==> src/include/rbit_cfg.svh <==
`ifndef RBIT_CFG_SVH
`define RBIT_CFG_SVH
// pointer and data widths
`define RBIT_PTR_W 16
`define RBIT_DATA_W 40
`define RBIT_BITNUM_W 6
// register file selection
`define RBIT_NUM_AC 4
`define RBIT_NUM_AR 8
`define RBIT_NUM_T 4
`define RBIT_REG_SEL_W 5
`define RBIT_SEL_AC_BASE 5'h00
`define RBIT_SEL_AR_BASE 5'h04
`define RBIT_SEL_T_BASE 5'h0c
`define RBIT_SEL_LAST 5'h0f
// pointer step sizes
`define RBIT_STEP_ONE 16'h0001
`define RBIT_STEP_TWO 16'h0002
`endif

==> src/include/rbit_pkg.sv <==
package rbit_pkg;
	typedef enum logic [2:0] {
		MODE_PLAIN,
		MODE_POST_INC,
		MODE_POST_DEC,
		MODE_PRE_INC,
		MODE_PRE_DEC,
		MODE_POST_ADD_INDEX
	} addr_mode_e;
	typedef enum logic [2:0] {
		OP_TEST,
		OP_SET,
		OP_CLEAR,
		OP_COMPLEMENT,
		OP_PAIR_TEST
	} bit_op_e;
	typedef enum {
		ST_IDLE,
		ST_DONE
	} op_state_e;
endpackage

==> src/core/rbit_addr_gen.sv <==
`timescale 1ns/1ps
`default_nettype none
`include "rbit_cfg.svh"
module rbit_addr_gen #(
	parameter int PTR_W = `RBIT_PTR_W
) (
	// operands
	input wire rbit_pkg::addr_mode_e mode,
	input wire logic two_bit,
	input wire logic [PTR_W-1:0] aux_pointer,
	input wire logic [PTR_W-1:0] buffer_start_value,
	input wire logic circular,
	input wire logic [PTR_W-1:0] temp_index_zero,
	input wire logic [PTR_W-1:0] aux_index_zero,
	input wire logic compat_mode_bit,
	// results
	output logic [PTR_W-1:0] bit_address,
	output logic [PTR_W-1:0] next_pointer,
	output logic pointer_write
);
	import rbit_pkg::*;
	// a step of two needs at least two pointer bits
	if (PTR_W < 2) begin : g_bad_width
		$error("rbit_addr_gen: pointer width too small");
	end
	logic [PTR_W-1:0] step;
	logic [PTR_W-1:0] index;
	logic [PTR_W-1:0] base;
	// ------------------------------------------------------------
	// pointer update and address base
	// ------------------------------------------------------------
	always_comb begin
		step = two_bit ? PTR_W'(`RBIT_STEP_TWO) : PTR_W'(`RBIT_STEP_ONE); // [RULE_12]
		index = compat_mode_bit ? aux_index_zero : temp_index_zero; // [RULE_06]
		next_pointer = aux_pointer;
		pointer_write = 1'b0;
		base = aux_pointer;
		case (mode)
			MODE_PLAIN: begin
				pointer_write = 1'b0; // [RULE_01]
			end
			MODE_POST_INC: begin
				next_pointer = aux_pointer + step; // [RULE_02]
				pointer_write = 1'b1;
			end
			MODE_POST_DEC: begin
				next_pointer = aux_pointer - step; // [RULE_03]
				pointer_write = 1'b1;
			end
			MODE_PRE_INC: begin
				next_pointer = aux_pointer + step; // [RULE_04]
				base = next_pointer;
				pointer_write = 1'b1;
			end
			MODE_PRE_DEC: begin
				next_pointer = aux_pointer - step; // [RULE_05]
				base = next_pointer;
				pointer_write = 1'b1;
			end
			MODE_POST_ADD_INDEX: begin
				next_pointer = aux_pointer + index; // [RULE_06]
				pointer_write = 1'b1;
			end
			default: begin
				pointer_write = 1'b0;
			end
		endcase
		// circular pointers add the buffer start; the pointer itself is not wrapped here
		bit_address = circular ? base + buffer_start_value : base; // [RULE_10]
	end
endmodule // rbit_addr_gen
`default_nettype wire

==> src/core/rbit_indirect.sv <==
`timescale 1ns/1ps
`default_nettype none
`include "rbit_cfg.svh"
// Behaviour
// [RULE_01] plain pointer: address is pointer plus optional buffer start, pointer kept
// [RULE_02] post-increment: address from current pointer, then pointer plus one or two
// [RULE_03] post-decrement: address from current pointer, then pointer minus one or two
// [RULE_04] pre-increment: pointer plus one or two first, address from new pointer
// [RULE_05] pre-decrement: pointer minus one or two first, address from new pointer
// [RULE_06] post-add index: address from pointer, then add index chosen by compat bit
// [RULE_07] pair test reads the addressed bit and the next higher bit
// [RULE_08] pair test copies low bit to flag one, high bit to flag two
// [RULE_09] bit set forces only the addressed bit to one
// [RULE_10] circular pointer adds matching buffer start value to the address
// [RULE_11] only accumulators, auxiliary and temporary registers, only bit operations
// [RULE_12] pair test steps by two; all other operations step by one
module rbit_indirect #(
	parameter int PTR_W = `RBIT_PTR_W,
	parameter int DATA_W = `RBIT_DATA_W,
	parameter int BITNUM_W = `RBIT_BITNUM_W
) (
	// clock and reset
	input wire logic mclk,
	input wire logic resetn,
	// operation request
	input wire logic op_valid,
	input wire rbit_pkg::bit_op_e op,
	input wire rbit_pkg::addr_mode_e mode,
	input wire logic [`RBIT_REG_SEL_W-1:0] reg_sel,
	input wire logic [DATA_W-1:0] src_value,
	// pointer context
	input wire logic [PTR_W-1:0] aux_pointer,
	input wire logic [PTR_W-1:0] buffer_start_value,
	input wire logic circular,
	input wire logic [PTR_W-1:0] temp_index_zero,
	input wire logic [PTR_W-1:0] aux_index_zero,
	input wire logic compat_mode_bit,
	// results
	output logic done,
	output logic illegal,
	output logic [PTR_W-1:0] pointer_out,
	output logic pointer_write,
	output logic [PTR_W-1:0] bit_address,
	output logic [DATA_W-1:0] result_value,
	output logic result_write,
	output logic test_flag_one,
	output logic test_flag_two,
	output logic flags_write
);
	import rbit_pkg::*;

	// refuse widths that the bit indexing cannot serve, at elaboration
	if (PTR_W < BITNUM_W || DATA_W < 2 || DATA_W > (1 << BITNUM_W)) begin : g_bad_width
		$error("rbit_indirect: unsupported width parameters");
	end

	// ------------------------------------------------------------
	// reset synchroniser
	// ------------------------------------------------------------
	logic rst_meta_n;
	logic rst_n;
	always_ff @(posedge mclk or negedge resetn) begin
		if (!resetn) begin
			rst_meta_n <= 1'b0;
			rst_n <= 1'b0;
		end else begin
			rst_meta_n <= 1'b1;
			rst_n <= rst_meta_n;
		end
	end

	// ------------------------------------------------------------
	// address generation
	// ------------------------------------------------------------
	logic two_bit;
	logic [PTR_W-1:0] gen_address;
	logic [PTR_W-1:0] gen_pointer;
	logic gen_write;
	logic reg_ok;
	logic [BITNUM_W-1:0] lo_idx;
	logic [BITNUM_W-1:0] hi_idx;
	logic in_range;

	assign two_bit = (op == OP_PAIR_TEST); // [RULE_12]
	// only the sixteen accumulator, auxiliary and temporary registers answer
	assign reg_ok = (reg_sel <= `RBIT_SEL_LAST) && (op <= OP_PAIR_TEST); // [RULE_11]

	rbit_addr_gen #(.PTR_W(PTR_W)) u_gen (
		.mode(mode),
		.two_bit(two_bit),
		.aux_pointer(aux_pointer),
		.buffer_start_value(buffer_start_value),
		.circular(circular),
		.temp_index_zero(temp_index_zero),
		.aux_index_zero(aux_index_zero),
		.compat_mode_bit(compat_mode_bit),
		.bit_address(gen_address),
		.next_pointer(gen_pointer),
		.pointer_write(gen_write)
	);

	function automatic logic [BITNUM_W-1:0] bit_index(input logic [PTR_W-1:0] a);
		bit_index = a[BITNUM_W-1:0];
	endfunction

	assign lo_idx = bit_index(gen_address);
	assign hi_idx = bit_index(gen_address + PTR_W'(1)); // [RULE_07]
	// a bit number past the register width touches nothing
	assign in_range = (gen_address < PTR_W'(DATA_W));

	function automatic logic [DATA_W-1:0] one_hot(input logic [BITNUM_W-1:0] i);
		one_hot = {{(DATA_W-1){1'b0}}, 1'b1} << i;
	endfunction

	// ------------------------------------------------------------
	// handshake and status
	// ------------------------------------------------------------
	always_ff @(posedge mclk or negedge rst_n) begin
		if (!rst_n) begin
			done <= 1'b0;
			illegal <= 1'b0;
		end else begin
			done <= op_valid;
			illegal <= op_valid && !reg_ok; // [RULE_11]
		end
	end

	// ------------------------------------------------------------
	// pointer write-back
	// ------------------------------------------------------------
	always_ff @(posedge mclk or negedge rst_n) begin
		if (!rst_n) begin
			pointer_out <= '0;
			pointer_write <= 1'b0;
			bit_address <= '0;
		end else begin
			pointer_write <= op_valid && reg_ok && gen_write; // [RULE_01]
			if (op_valid) begin
				pointer_out <= gen_pointer; // [RULE_02]
				bit_address <= gen_address;
			end
		end
	end

	// ------------------------------------------------------------
	// bit operation on the source register
	// ------------------------------------------------------------
	always_ff @(posedge mclk or negedge rst_n) begin
		if (!rst_n) begin
			result_value <= '0;
			result_write <= 1'b0;
		end else begin
			result_write <= 1'b0;
			if (op_valid && reg_ok) begin
				result_value <= src_value;
				case (op)
					OP_SET: begin
						if (in_range)
							result_value <= src_value | one_hot(lo_idx); // [RULE_09]
						result_write <= 1'b1;
					end
					OP_CLEAR: begin
						if (in_range)
							result_value <= src_value & ~one_hot(lo_idx);
						result_write <= 1'b1;
					end
					OP_COMPLEMENT: begin
						if (in_range)
							result_value <= src_value ^ one_hot(lo_idx);
						result_write <= 1'b1;
					end
					default: begin
						result_write <= 1'b0;
					end
				endcase
			end
		end
	end

	// ------------------------------------------------------------
	// test flags
	// ------------------------------------------------------------
	always_ff @(posedge mclk or negedge rst_n) begin
		if (!rst_n) begin
			test_flag_one <= 1'b0;
			test_flag_two <= 1'b0;
			flags_write <= 1'b0;
		end else begin
			flags_write <= op_valid && reg_ok && (op == OP_TEST || op == OP_PAIR_TEST);
			if (op_valid && reg_ok && op == OP_TEST) begin
				test_flag_one <= in_range && src_value[lo_idx];
			end else if (op_valid && reg_ok && op == OP_PAIR_TEST) begin
				test_flag_one <= in_range && src_value[lo_idx]; // [RULE_08]
				// compared without the +1 so an all-ones address cannot wrap to bit zero
				test_flag_two <= (gen_address < PTR_W'(DATA_W - 1))
					&& src_value[hi_idx]; // [RULE_07]
			end
		end
	end

	// ------------------------------------------------------------
	// checks
	// ------------------------------------------------------------
	a_plain_keeps_ptr: assert property (@(posedge mclk) disable iff (!rst_n) // [RULE_01]
		op_valid && mode == MODE_PLAIN |=> !pointer_write)
		else $error("plain pointer was written");
	a_post_inc_step: assert property (@(posedge mclk) disable iff (!rst_n) // [RULE_02]
		op_valid && reg_ok && mode == MODE_POST_INC |=>
		pointer_write && pointer_out == PTR_W'($past(aux_pointer) + ($past(two_bit) ? 2 : 1)))
		else $error("post increment wrong");
	a_post_dec_step: assert property (@(posedge mclk) disable iff (!rst_n) // [RULE_03]
		op_valid && reg_ok && mode == MODE_POST_DEC |=>
		pointer_out == PTR_W'($past(aux_pointer) - ($past(two_bit) ? 2 : 1)))
		else $error("post decrement wrong");
	a_pre_inc_addr: assert property (@(posedge mclk) disable iff (!rst_n) // [RULE_04]
		op_valid && !circular && mode == MODE_PRE_INC |=> bit_address == pointer_out)
		else $error("pre increment address not from new pointer");
	a_pre_dec_addr: assert property (@(posedge mclk) disable iff (!rst_n) // [RULE_05]
		op_valid && !circular && mode == MODE_PRE_DEC |=> bit_address == pointer_out)
		else $error("pre decrement address not from new pointer");
	a_index_select: assert property (@(posedge mclk) disable iff (!rst_n) // [RULE_06]
		op_valid && mode == MODE_POST_ADD_INDEX |=> pointer_out == PTR_W'($past(aux_pointer)
		+ ($past(compat_mode_bit) ? $past(aux_index_zero) : $past(temp_index_zero))))
		else $error("index add wrong");
	a_pair_flags: assert property (@(posedge mclk) disable iff (!rst_n) // [RULE_08]
		op_valid && reg_ok && op == OP_PAIR_TEST && gen_address < 16'h0020 |=>
		test_flag_one == $past(src_value[lo_idx]) && test_flag_two == $past(src_value[hi_idx]))
		else $error("pair test flags wrong");
	a_set_one_bit: assert property (@(posedge mclk) disable iff (!rst_n) // [RULE_09]
		op_valid && reg_ok && op == OP_SET |=>
		$countones(result_value ^ $past(src_value)) <= 1
		&& (result_value | $past(src_value)) == result_value
		&& (!$past(in_range) || result_value[$past(lo_idx)]))
		else $error("bit set touched other bits");
	a_circ_offset: assert property (@(posedge mclk) disable iff (!rst_n) // [RULE_10]
		op_valid && circular && mode == MODE_PLAIN |=>
		bit_address == PTR_W'($past(aux_pointer) + $past(buffer_start_value)))
		else $error("circular offset missing");
	a_bad_reg: assert property (@(posedge mclk) disable iff (!rst_n) // [RULE_11]
		op_valid && !reg_ok |=> illegal && !result_write && !pointer_write && !flags_write)
		else $error("illegal register accessed");
	a_step_size: assert property (@(posedge mclk) disable iff (!rst_n) // [RULE_12]
		op_valid && reg_ok && op == OP_SET && mode == MODE_POST_INC |=>
		pointer_out == PTR_W'($past(aux_pointer) + 1))
		else $error("single bit step not one");
	c_pair_test: cover property (@(posedge mclk) op_valid && op == OP_PAIR_TEST);
	c_pre_dec: cover property (@(posedge mclk) op_valid && mode == MODE_PRE_DEC);
	c_circular: cover property (@(posedge mclk) op_valid && circular);
	c_compat: cover property (@(posedge mclk) op_valid && compat_mode_bit
		&& mode == MODE_POST_ADD_INDEX);
endmodule // rbit_indirect
`default_nettype wire

==> config.mk <==
export PLATFORM = sky130hd
export DESIGN_NAME = rbit_indirect
export DESIGN_NICKNAME = d
export VERILOG_FILES = /design/src/include/rbit_pkg.sv /design/src/core/rbit_addr_gen.sv /design/src/core/rbit_indirect.sv
export VERILOG_INCLUDE_DIRS = /design/src /design/src/include
export SDC_FILE = /design/constraint.sdc
export NUM_CORES = 1
export LEC_CHECK = 0
export CAP_MARGIN = 0
export CELL_PAD_IN_SITES_DETAIL_PLACEMENT = 0
export CELL_PAD_IN_SITES_GLOBAL_PLACEMENT = 2
export CORE_ASPECT_RATIO = 1.4
export CORE_UTILIZATION = 39
export DETAILED_ROUTE_END_ITERATION = 7
export DONT_BUFFER_PORTS = 1
export HOLD_SLACK_MARGIN = 0.05
export PLACE_DENSITY_LB_ADDON = 0.1
export SETUP_SLACK_MARGIN = 0.02
export SLEW_MARGIN = 20
export SYNTH_ARGS = -nofsm -noshare
export SYNTH_HDL_FRONTEND = slang
export SYNTH_SLANG_ARGS = --single-unit
==> constraint.sdc <==
create_clock -name mclk -period 2.7 [get_ports mclk]
set_input_delay 0.54 -clock mclk [delete_from_list [all_inputs] [get_ports mclk]]
set_output_delay 0.54 -clock mclk [all_outputs]
set_load 0.01 [all_outputs]
==> results by group, run 1 <==
Outcome
  • Status: finished with violations
  • Failing checks: negative setup slack

Cells and area
  • Fillers: 2539
  • Non-filler instance count after layout: 1898
  • Fin nets: 1772
  • Area grow syn2layout: 36.6%
  • Share of post-route cells with drive strength above 1: 0.379
  • N_diodes: 0

STA
  • Skew final: 0.0107 ns
  • Hold slack: 0.192 ns
  • Final Hold Vio Count: 0
  • Setup ws final: -1.83 ns
  • Tcrit/Tclk final: 1.68
  • Fin Setup TNS: -85.33 ns
  • Peak Freq: 0.221 GHz
  • Final setup viols: 60
  • Post-layout minimum cycle time: 4.53 ns
  • Slew Limit Fails: 0
  • RSZ-0062 raised after global routing: yes
  • Max_slew headroom: 0.630
  • Actual slew at the worst max-slew pin: 0.554 ns

Power
  • Switching Power: 2.35 mW
  • Lkg Pwr: 6.28 nW
  • Internal: 3.60 mW
  • Comb pwr share: 0.488
  • Total power: 5.95 mW
  • Peak supply drop: 0.345 mV
  • Pwr per Cell Area: 401 nW/um^2
  • Clk network pwr share: 0.232
  • Sequential power share: 0.280
  • Switching power share of the total: 0.395

Clock network
  • Clk buf depth: 2
  • Clk root buf: clkbuf_16
  • Clock H-tree levels: 3
  • Worst-Skew Late Latency: 0.39 ns
  • Num CTS Buffers: 9
  • Clock sinks: 81
  • CTS tree: yes
  • Reg clk slew, reported paths: 0.07 ns

Yosys
  • Top cells by instance count after synthesis: 154 x a21oi_1, 120 x ha_1, 110 x nor2_1, 108 x nand2_1, 93 x inv_1
  • Count leader, synth: a21oi_1
  • Number of flops mapped to enable cells by yosys: 0
  • Async S/R FF share, synth: 1.00
  • Share of the synthesized area in the top cell type: 0.187
  • FF+latch count, synth: 81
  • Largest family of logic cells by synthesized area: compound AO/OA/AOI/OAI gates
  • Netlist cell types: 90
  • Post-Synth Simple-Gate Area: 0.180
  • Post-synthesis sequential area ratio: 0.187
  • Post-Synth XOR/XNOR Area: 0.0450
  • Mapped Cells: 1359
  • Post-synth top flop: dfrtp_1
  • Synth Area in Adders: 0.146
  • Post-synthesis mux area share: 0.141
  • Top cell type by total area after synthesis: dfrtp_1
  • Average size of a mapped cell: 7.99 sq um
  • Synth warnings: 0
  • Top cells by area, synth: dfrtp_1 19%, ha_1 14%, a21oi_1 7.1%
  • Synth Net Count: 1603
  • Synth Area in Compound Gates: 0.228
  • Post-Syn Area: 10900 sq um

Worst hold path
  • Worst Hold Depth: 0
  • HP Class: in -> reg
  • Hold wc startpoint: op_valid
  • Hold Path End: done

Placed design
  • Pre-CTS setup slack: -2.28 ns
  • Placed wire-length estimate: 30700 um
  • PortBufs: 0
  • Final RePlAce weighted congestion: 0.894
  • Number of placed instances, taps included: 1837

Critical path
  • Cells on worst reg2reg path: 1
  • Startpoint types: input port
  • Critical path's slowest cell: or4_4
  • Worst EP required: 2.96 ns
  • Worst Path Max Fanout: 53
  • Crit end category: register
  • Max stage delay on crit path: 0.54 ns
  • Reg-to-reg endpoint: result_value[15]
  • Worst path cell trace: nor2_4 -> nand2_4 -> inv_4 -> fa_2 -> or4b_4 -> buf_6 -> or4_4 -> nor3_4 -> a211oi_2 -> ha_1 -> nand4_1 -> nor3_1 -> or4_1 -> nand3_2 -> xor2_2 -> buf_4 -> nand4_1 -> buf_6 -> clkbuf_16 -> a211oi_2 -> a21oi_1
  • Critical path type: in -> reg
  • Critical path arrival: 4.79 ns
  • Origin of the critical flop-to-flop path: rst_n
  • Worst reg-to-reg setup slack: 1.74 ns

Die
  • Die height: 199 um
  • Die width: 143 um
  • Initial core utilization: 0.401
  • FP Rows: 71
  • Total core area: 27100 sq um
  • Boundary pin count: 199
  • Full die area: 28500 sq um

Routing
  • Met1 WL: 15500 um
  • Initial DRC Count: 573
  • Wire length on met3: 1650 um
  • Vias/cell: 5.84
  • Final wirelength: 42700 um
  • Drt first pass iters: 7
  • Routed wire per std cell: 22.5 um
  • Routed Antenna Nets: 0
  • Metal2 WL: 23800 um
  • DR DRC count: 0
  • Highest Signal Layer: met4
  • Detailed-route via count: 11100

GRT
  • Vias in the first global route: 10900
  • First-pass GRT wire length: 62800 um
  • Largest net degree at the start of global routing: 81
  • GRT overflow: 0
  • Initial antenna violation count: 0
  • Tot GR Track Use: 0.295

Flow run
  • Max Cap Violations: 0
[sequential cells by signal, summed over array words and instances, names as in the netlist]
register,cells
done,1
test_flag_two,1
flags_write,1
result_value,40
test_flag_one,1
rst_n,1
bit_address,16
result_write,1
pointer_out,16
pointer_write,1
illegal,1
rst_meta_n,1
[kinds of logic after synthesis]
family | Yosys count
AOI/OAI and AO/OA | 384
and+or+nand+nor | 404
other | 1
adders and majority gates | 124
buffers and inverters | 198
DFF | 81
muxes | 113
xor gates and xnor gates | 54
[stage by stage]
stage / instance area [sq um] / utilization
4_1_cts: 14100 / 0.519
5_1_grt: 14800 / 0.547
6_report: 14800 / 0.547
3_5_place_dp: 12900 / 0.477
3_3_place_gp: 12900 / 0.477
2_1_floorplan: 11200 / -
[critical path: cells and delay by family]
family	cells	cell delay (ns)
and+or+nand+nor	10	2.31
buffers and inverters	5	0.76
adders and majority gates	2	0.57
AOI/OAI and AO/OA	3	0.34
xor gates and xnor gates	1	0.21
[worst max-delay path by stage]
| stage | start | end | slack, ns | cells after the start |
|---|---|---|---|---|
| floorplan | op[1] | test_flag_two | -1.95 | 22 |
| global placement | op[1] | result_value[18] | -2.21 | 22 |
| detailed placement | op[1] | result_value[26] | -2.28 | 20 |
| CTS | op[1] | result_value[31] | -1.76 | 21 |
| global route | op[1] | result_value[4] | -1.99 | 23 |
| finish | op[1] | result_value[5] | -1.83 | 21 |
[layer usage]
layer  vias up  global-route usage
met5         -                   0
met4         0               0.153
met3        85              0.0455
met2       259               0.570
met1      5486               0.301
li1       5259                   -
[power by group through the flow]
stage,clock network (mW),logic (mW),registers [mW]
after global placement,0,2.36,1.69
final,1.38,2.90,1.66
after detailed placement,0,2.39,1.69
after global routing,1.45,3.12,1.69
after floorplan,0,1.60,1.63
after CTS,1.42,2.68,1.67
[repair_timing]
item	CTS	global route
endpoints found under the setup margin	62	65
buffers inserted	36	15
gates resized for setup	134	127
hold buffers	1	0
pin swaps	71	79
gates cloned	1	5
hold endpoints to repair	2	0
[cells in the final DEF, fill, tap and decap left out, types with 11 or more instances in the layout]
cell / synthesis / routed
xnor2_1: 29 / 23
a211oi_2: 0 / 14
nor2_1: 110 / 79
o21ai_2: 0 / 12
nand2_1: 108 / 101
inv_1: 93 / 88
clkbuf_16: 0 / 13
o211ai_1: 48 / 48
nor3_1: 56 / 51
mux2_4: 30 / 43
dfrtp_1: 81 / 80
nand3_1: 40 / 31
nor2_4: 0 / 11
o21ai_0: 53 / 32
mux4_2: 17 / 17
buf_12: 0 / 12
buf_4: 2 / 208
a21o_1: 15 / 15
mux2_2: 22 / 16
ha_4: 0 / 17
xor2_1: 23 / 17
a21oi_2: 0 / 38
mux2i_1: 36 / 33
a21oi_1: 154 / 114
o21ai_1: 3 / 11
nor2_2: 0 / 20
nand4_1: 12 / 12
buf_6: 4 / 33
ha_1: 120 / 102
[cell type report]
cell class	count	area [sq um]	area share
clock buffer	9	225	0.0152
inverter	95	367	0.0247
timing repair buffer	261	2340	0.158
clock inverter	7	78.8	0.00532
multi-input combinational	1080	9330	0.629
tap	365	457	0.0308
sequential	81	2030	0.137
(Power assumes the default switching activity.)
==> run 2, diff against run 1 <==
==> constraint.sdc (replaced) <==
create_clock -name mclk -period 2.7 [get_ports mclk]
set_input_delay 0.135 -clock mclk [delete_from_list [all_inputs] [get_ports mclk]]
set_output_delay 0.135 -clock mclk [all_outputs]
set_load 0.01 [all_outputs]
==> results by group, run 2 (same netlist as run 1, synthesis figures left out) <==
Cells and area
  • Largest Register: result_value
  • Non-filler instance count after layout: 1967 (+3.6%)
  • Leading cell type in the layout, fill and taps excluded: buf_4
  • Most frequent cells in the layout: 224 x buf_4, 116 x a21oi_1, 105 x nand2_1
  • Share of post-route cells with drive strength above 1: 0.352 (-0.0267)
  • Area grow syn2layout: 40.6%
  • Post-Route Utilization: 0.563 (+0.0161)
  • Biggest regs: result_value x40, bit_address x16, pointer_out x16
  • Fillers: 2565 (+1.0%)
  • Largest register FFs: 40 (unchanged)
  • Fin nets: 1840 (+3.8%)

Clock network
  • Reg clk slew, reported paths: 0.07 ns (about the same)
  • Clk root buf: clkbuf_16
  • Clock sinks: 81 (unchanged)
  • CTS tree: yes
  • Clk buf depth: 2 (unchanged)
  • Clock H-tree levels: 3 (unchanged)
  • Num CTS Buffers: 9 (unchanged)
  • Worst-Skew Late Latency: 0.38 ns (about the same)

Critical path
  • Critical path type: in -> reg
  • Worst Path Max Fanout: 7 (-87%)
  • Startpoint types: input port
  • Critical path arrival: 4.42 ns (-0.37 ns)
  • Crit end category: register
  • Worst EP required: 2.97 ns (about the same)

STA
  • Final Hold Vio Count: 0 (unchanged)
  • Peak Freq: 0.241 GHz (+9.1%)
  • Hold slack: 0.0730 ns (-0.119 ns)
  • Fin Setup TNS: -63.21 ns (+22.12 ns)
  • Max_slew headroom: 0.344 (-0.286)
  • Skew final: 0.00813 ns (-0.00255 ns)
  • Slew Limit Fails: 0 (unchanged)
  • Final setup viols: 55 (-8.3%)
  • Tcrit/Tclk final: 1.54 (-0.140)
  • Actual slew at the worst max-slew pin: 0.984 ns (+0.429 ns)
  • Post-layout minimum cycle time: 4.15 ns (-0.377 ns)
  • Setup ws final: -1.45 ns (+0.377 ns)
  • RSZ-0062 raised after global routing: yes

Die
  • Die width: 143 um (unchanged)
  • Boundary pin count: 199 (unchanged)
  • Initial core utilization: 0.401 (unchanged)
  • Die height: 199 um (unchanged)
  • FP Rows: 71 (unchanged)
  • Total core area: 27100 sq um (unchanged)
  • Full die area: 28500 sq um (unchanged)

Flow run
  • Max Cap Violations: 0 (unchanged)

Outcome
  • Failing checks: negative setup slack
  • Status: finished with violations

GRT
  • Largest net degree at the start of global routing: 88 (+8.6%)
  • Tot GR Track Use: 0.309 (+0.0143)
  • First-pass GRT wire length: 66300 um (+5.6%)
  • Initial antenna violation count: 2 (+2)
  • GRT overflow: 0 (unchanged)
  • Vias in the first global route: 11700 (+6.9%)

Routing
  • Initial DRC Count: 593 (+3.5%)
  • Routed wire per std cell: 22.5 um (-0.14%)
  • Detailed-route via count: 11500 (+3.4%)
  • Final wirelength: 44200 um (+3.5%)
  • DR DRC count: 0 (unchanged)
  • Routed Antenna Nets: 0 (unchanged)
  • Vias/cell: 5.83 (-0.25%)
  • Drt first pass iters: 5 (-2)

Power
  • Peak supply drop: 0.347 mV (+0.63%)
  • Pwr per Cell Area: 390 nW/um^2 (-2.7%)
  • Lkg Pwr: 6.49 nW (+3.4%)

Placed design
  • Pre-CTS setup slack: -2.05 ns (+0.228 ns)
  • Number of placed instances, taps included: 1833 (-0.22%)
  • PortBufs: 0 (unchanged)
  • Placed wire-length estimate: 30700 um (+0.12%)
  • Final RePlAce weighted congestion: 0.857 (-4.2%)

Worst hold path
  • HP Class: in -> reg
-- run 2: cell types whose count changed in the layout (fill, tap and decap cells not counted), sizes merged --
cell         previous run  this run
clkbuf                 13        14
dlygate4sd3             1        56
diode                   0         1
buf                   256       268
-- run 2: worst paths after layout --
| check | start | to | slack [ns] | cells past startpoint |
|---|---|---|---|---|
| max in group asynchronous | rst_n | result_value[17] | 1.57 | 1 |
| worst max-delay path | op[1] | result_value[3] | -1.45 | 23 |
| worst min register to register | rst_n | pointer_out[1] | 0.36 | 0 |
| worst min-delay path | src_value[35] | result_value[35] | 0.07 | 4 |
| worst max register to register | rst_n | result_value[17] | 1.57 | 1 |
| min in group asynchronous | rst_n | pointer_out[1] | 0.36 | 0 |
-- run 2: area by class of cell --
class | count | area [sq um] | share of cell area
multi-input cells | 1080 | 9130 | 0.598
repair buffers | 329 | 2990 | 0.196
flip-flops and latches | 81 | 2030 | 0.133
well taps | 365 | 457 | 0.0299
inverters | 95 | 359 | 0.0235
clock buffers | 9 | 225 | 0.0148
clock inverters | 7 | 78.8 | 0.00516
diodes | 1 | 2.50 | 0.000164
-- run 2: critical path: stages --
cell	delay [ns]
nor2_4	0.11
nand2_4	0.11
ha_4	0.19
fa_2	0.42
and3b_1	0.20
o21ai_2	0.16
nand3_2	0.13
buf_4	0.17
ha_4	0.21
a211oi_4	0.26
buf_4	0.16
o21ai_2	0.08
a21oi_2	0.22
nor3_2	0.09
or4_4	0.49
nand3_2	0.13
xor2_4	0.28
buf_6	0.14
nand4_1	0.14
buf_6	0.19
buf_16	0.15
a211oi_2	0.18
a21oi_1	0.05
-- run 2: timing repair --
item	CTS	global route
setup endpoints to repair	55	61
endpoints found under the hold margin	75	0
pin swaps	54	40
gates cloned	1	7
hold buffers	58	0
resized for setup	95	112
setup buffers	42	35
-- run 2: report_power, final --
group / total [mW] / switching, mW / internal (mW)
Sequential: 1.67 / 0.266 / 1.41
Combinational: 2.91 / 1.43 / 1.48
Clock: 1.37 / 0.649 / 0.726
-- run 2: metal layers --
layer	GRT usage	vias up	part of all wire
met5	0	-	0.00023
met4	0.157	2	0.051
met3	0.0479	109	0.044
met2	0.592	308	0.54
met1	0.321	5647	0.36
li1	-	5397	-
-- run 2: metrics by stage --
stage	power (mW)	area, sq um
2_1_floorplan	3.23	11200
3_3_place_gp	4.05	12900
3_5_place_dp	4.07	12900
4_1_cts	5.77	14500
5_1_grt	6.31	15300
6_report	5.96	15300
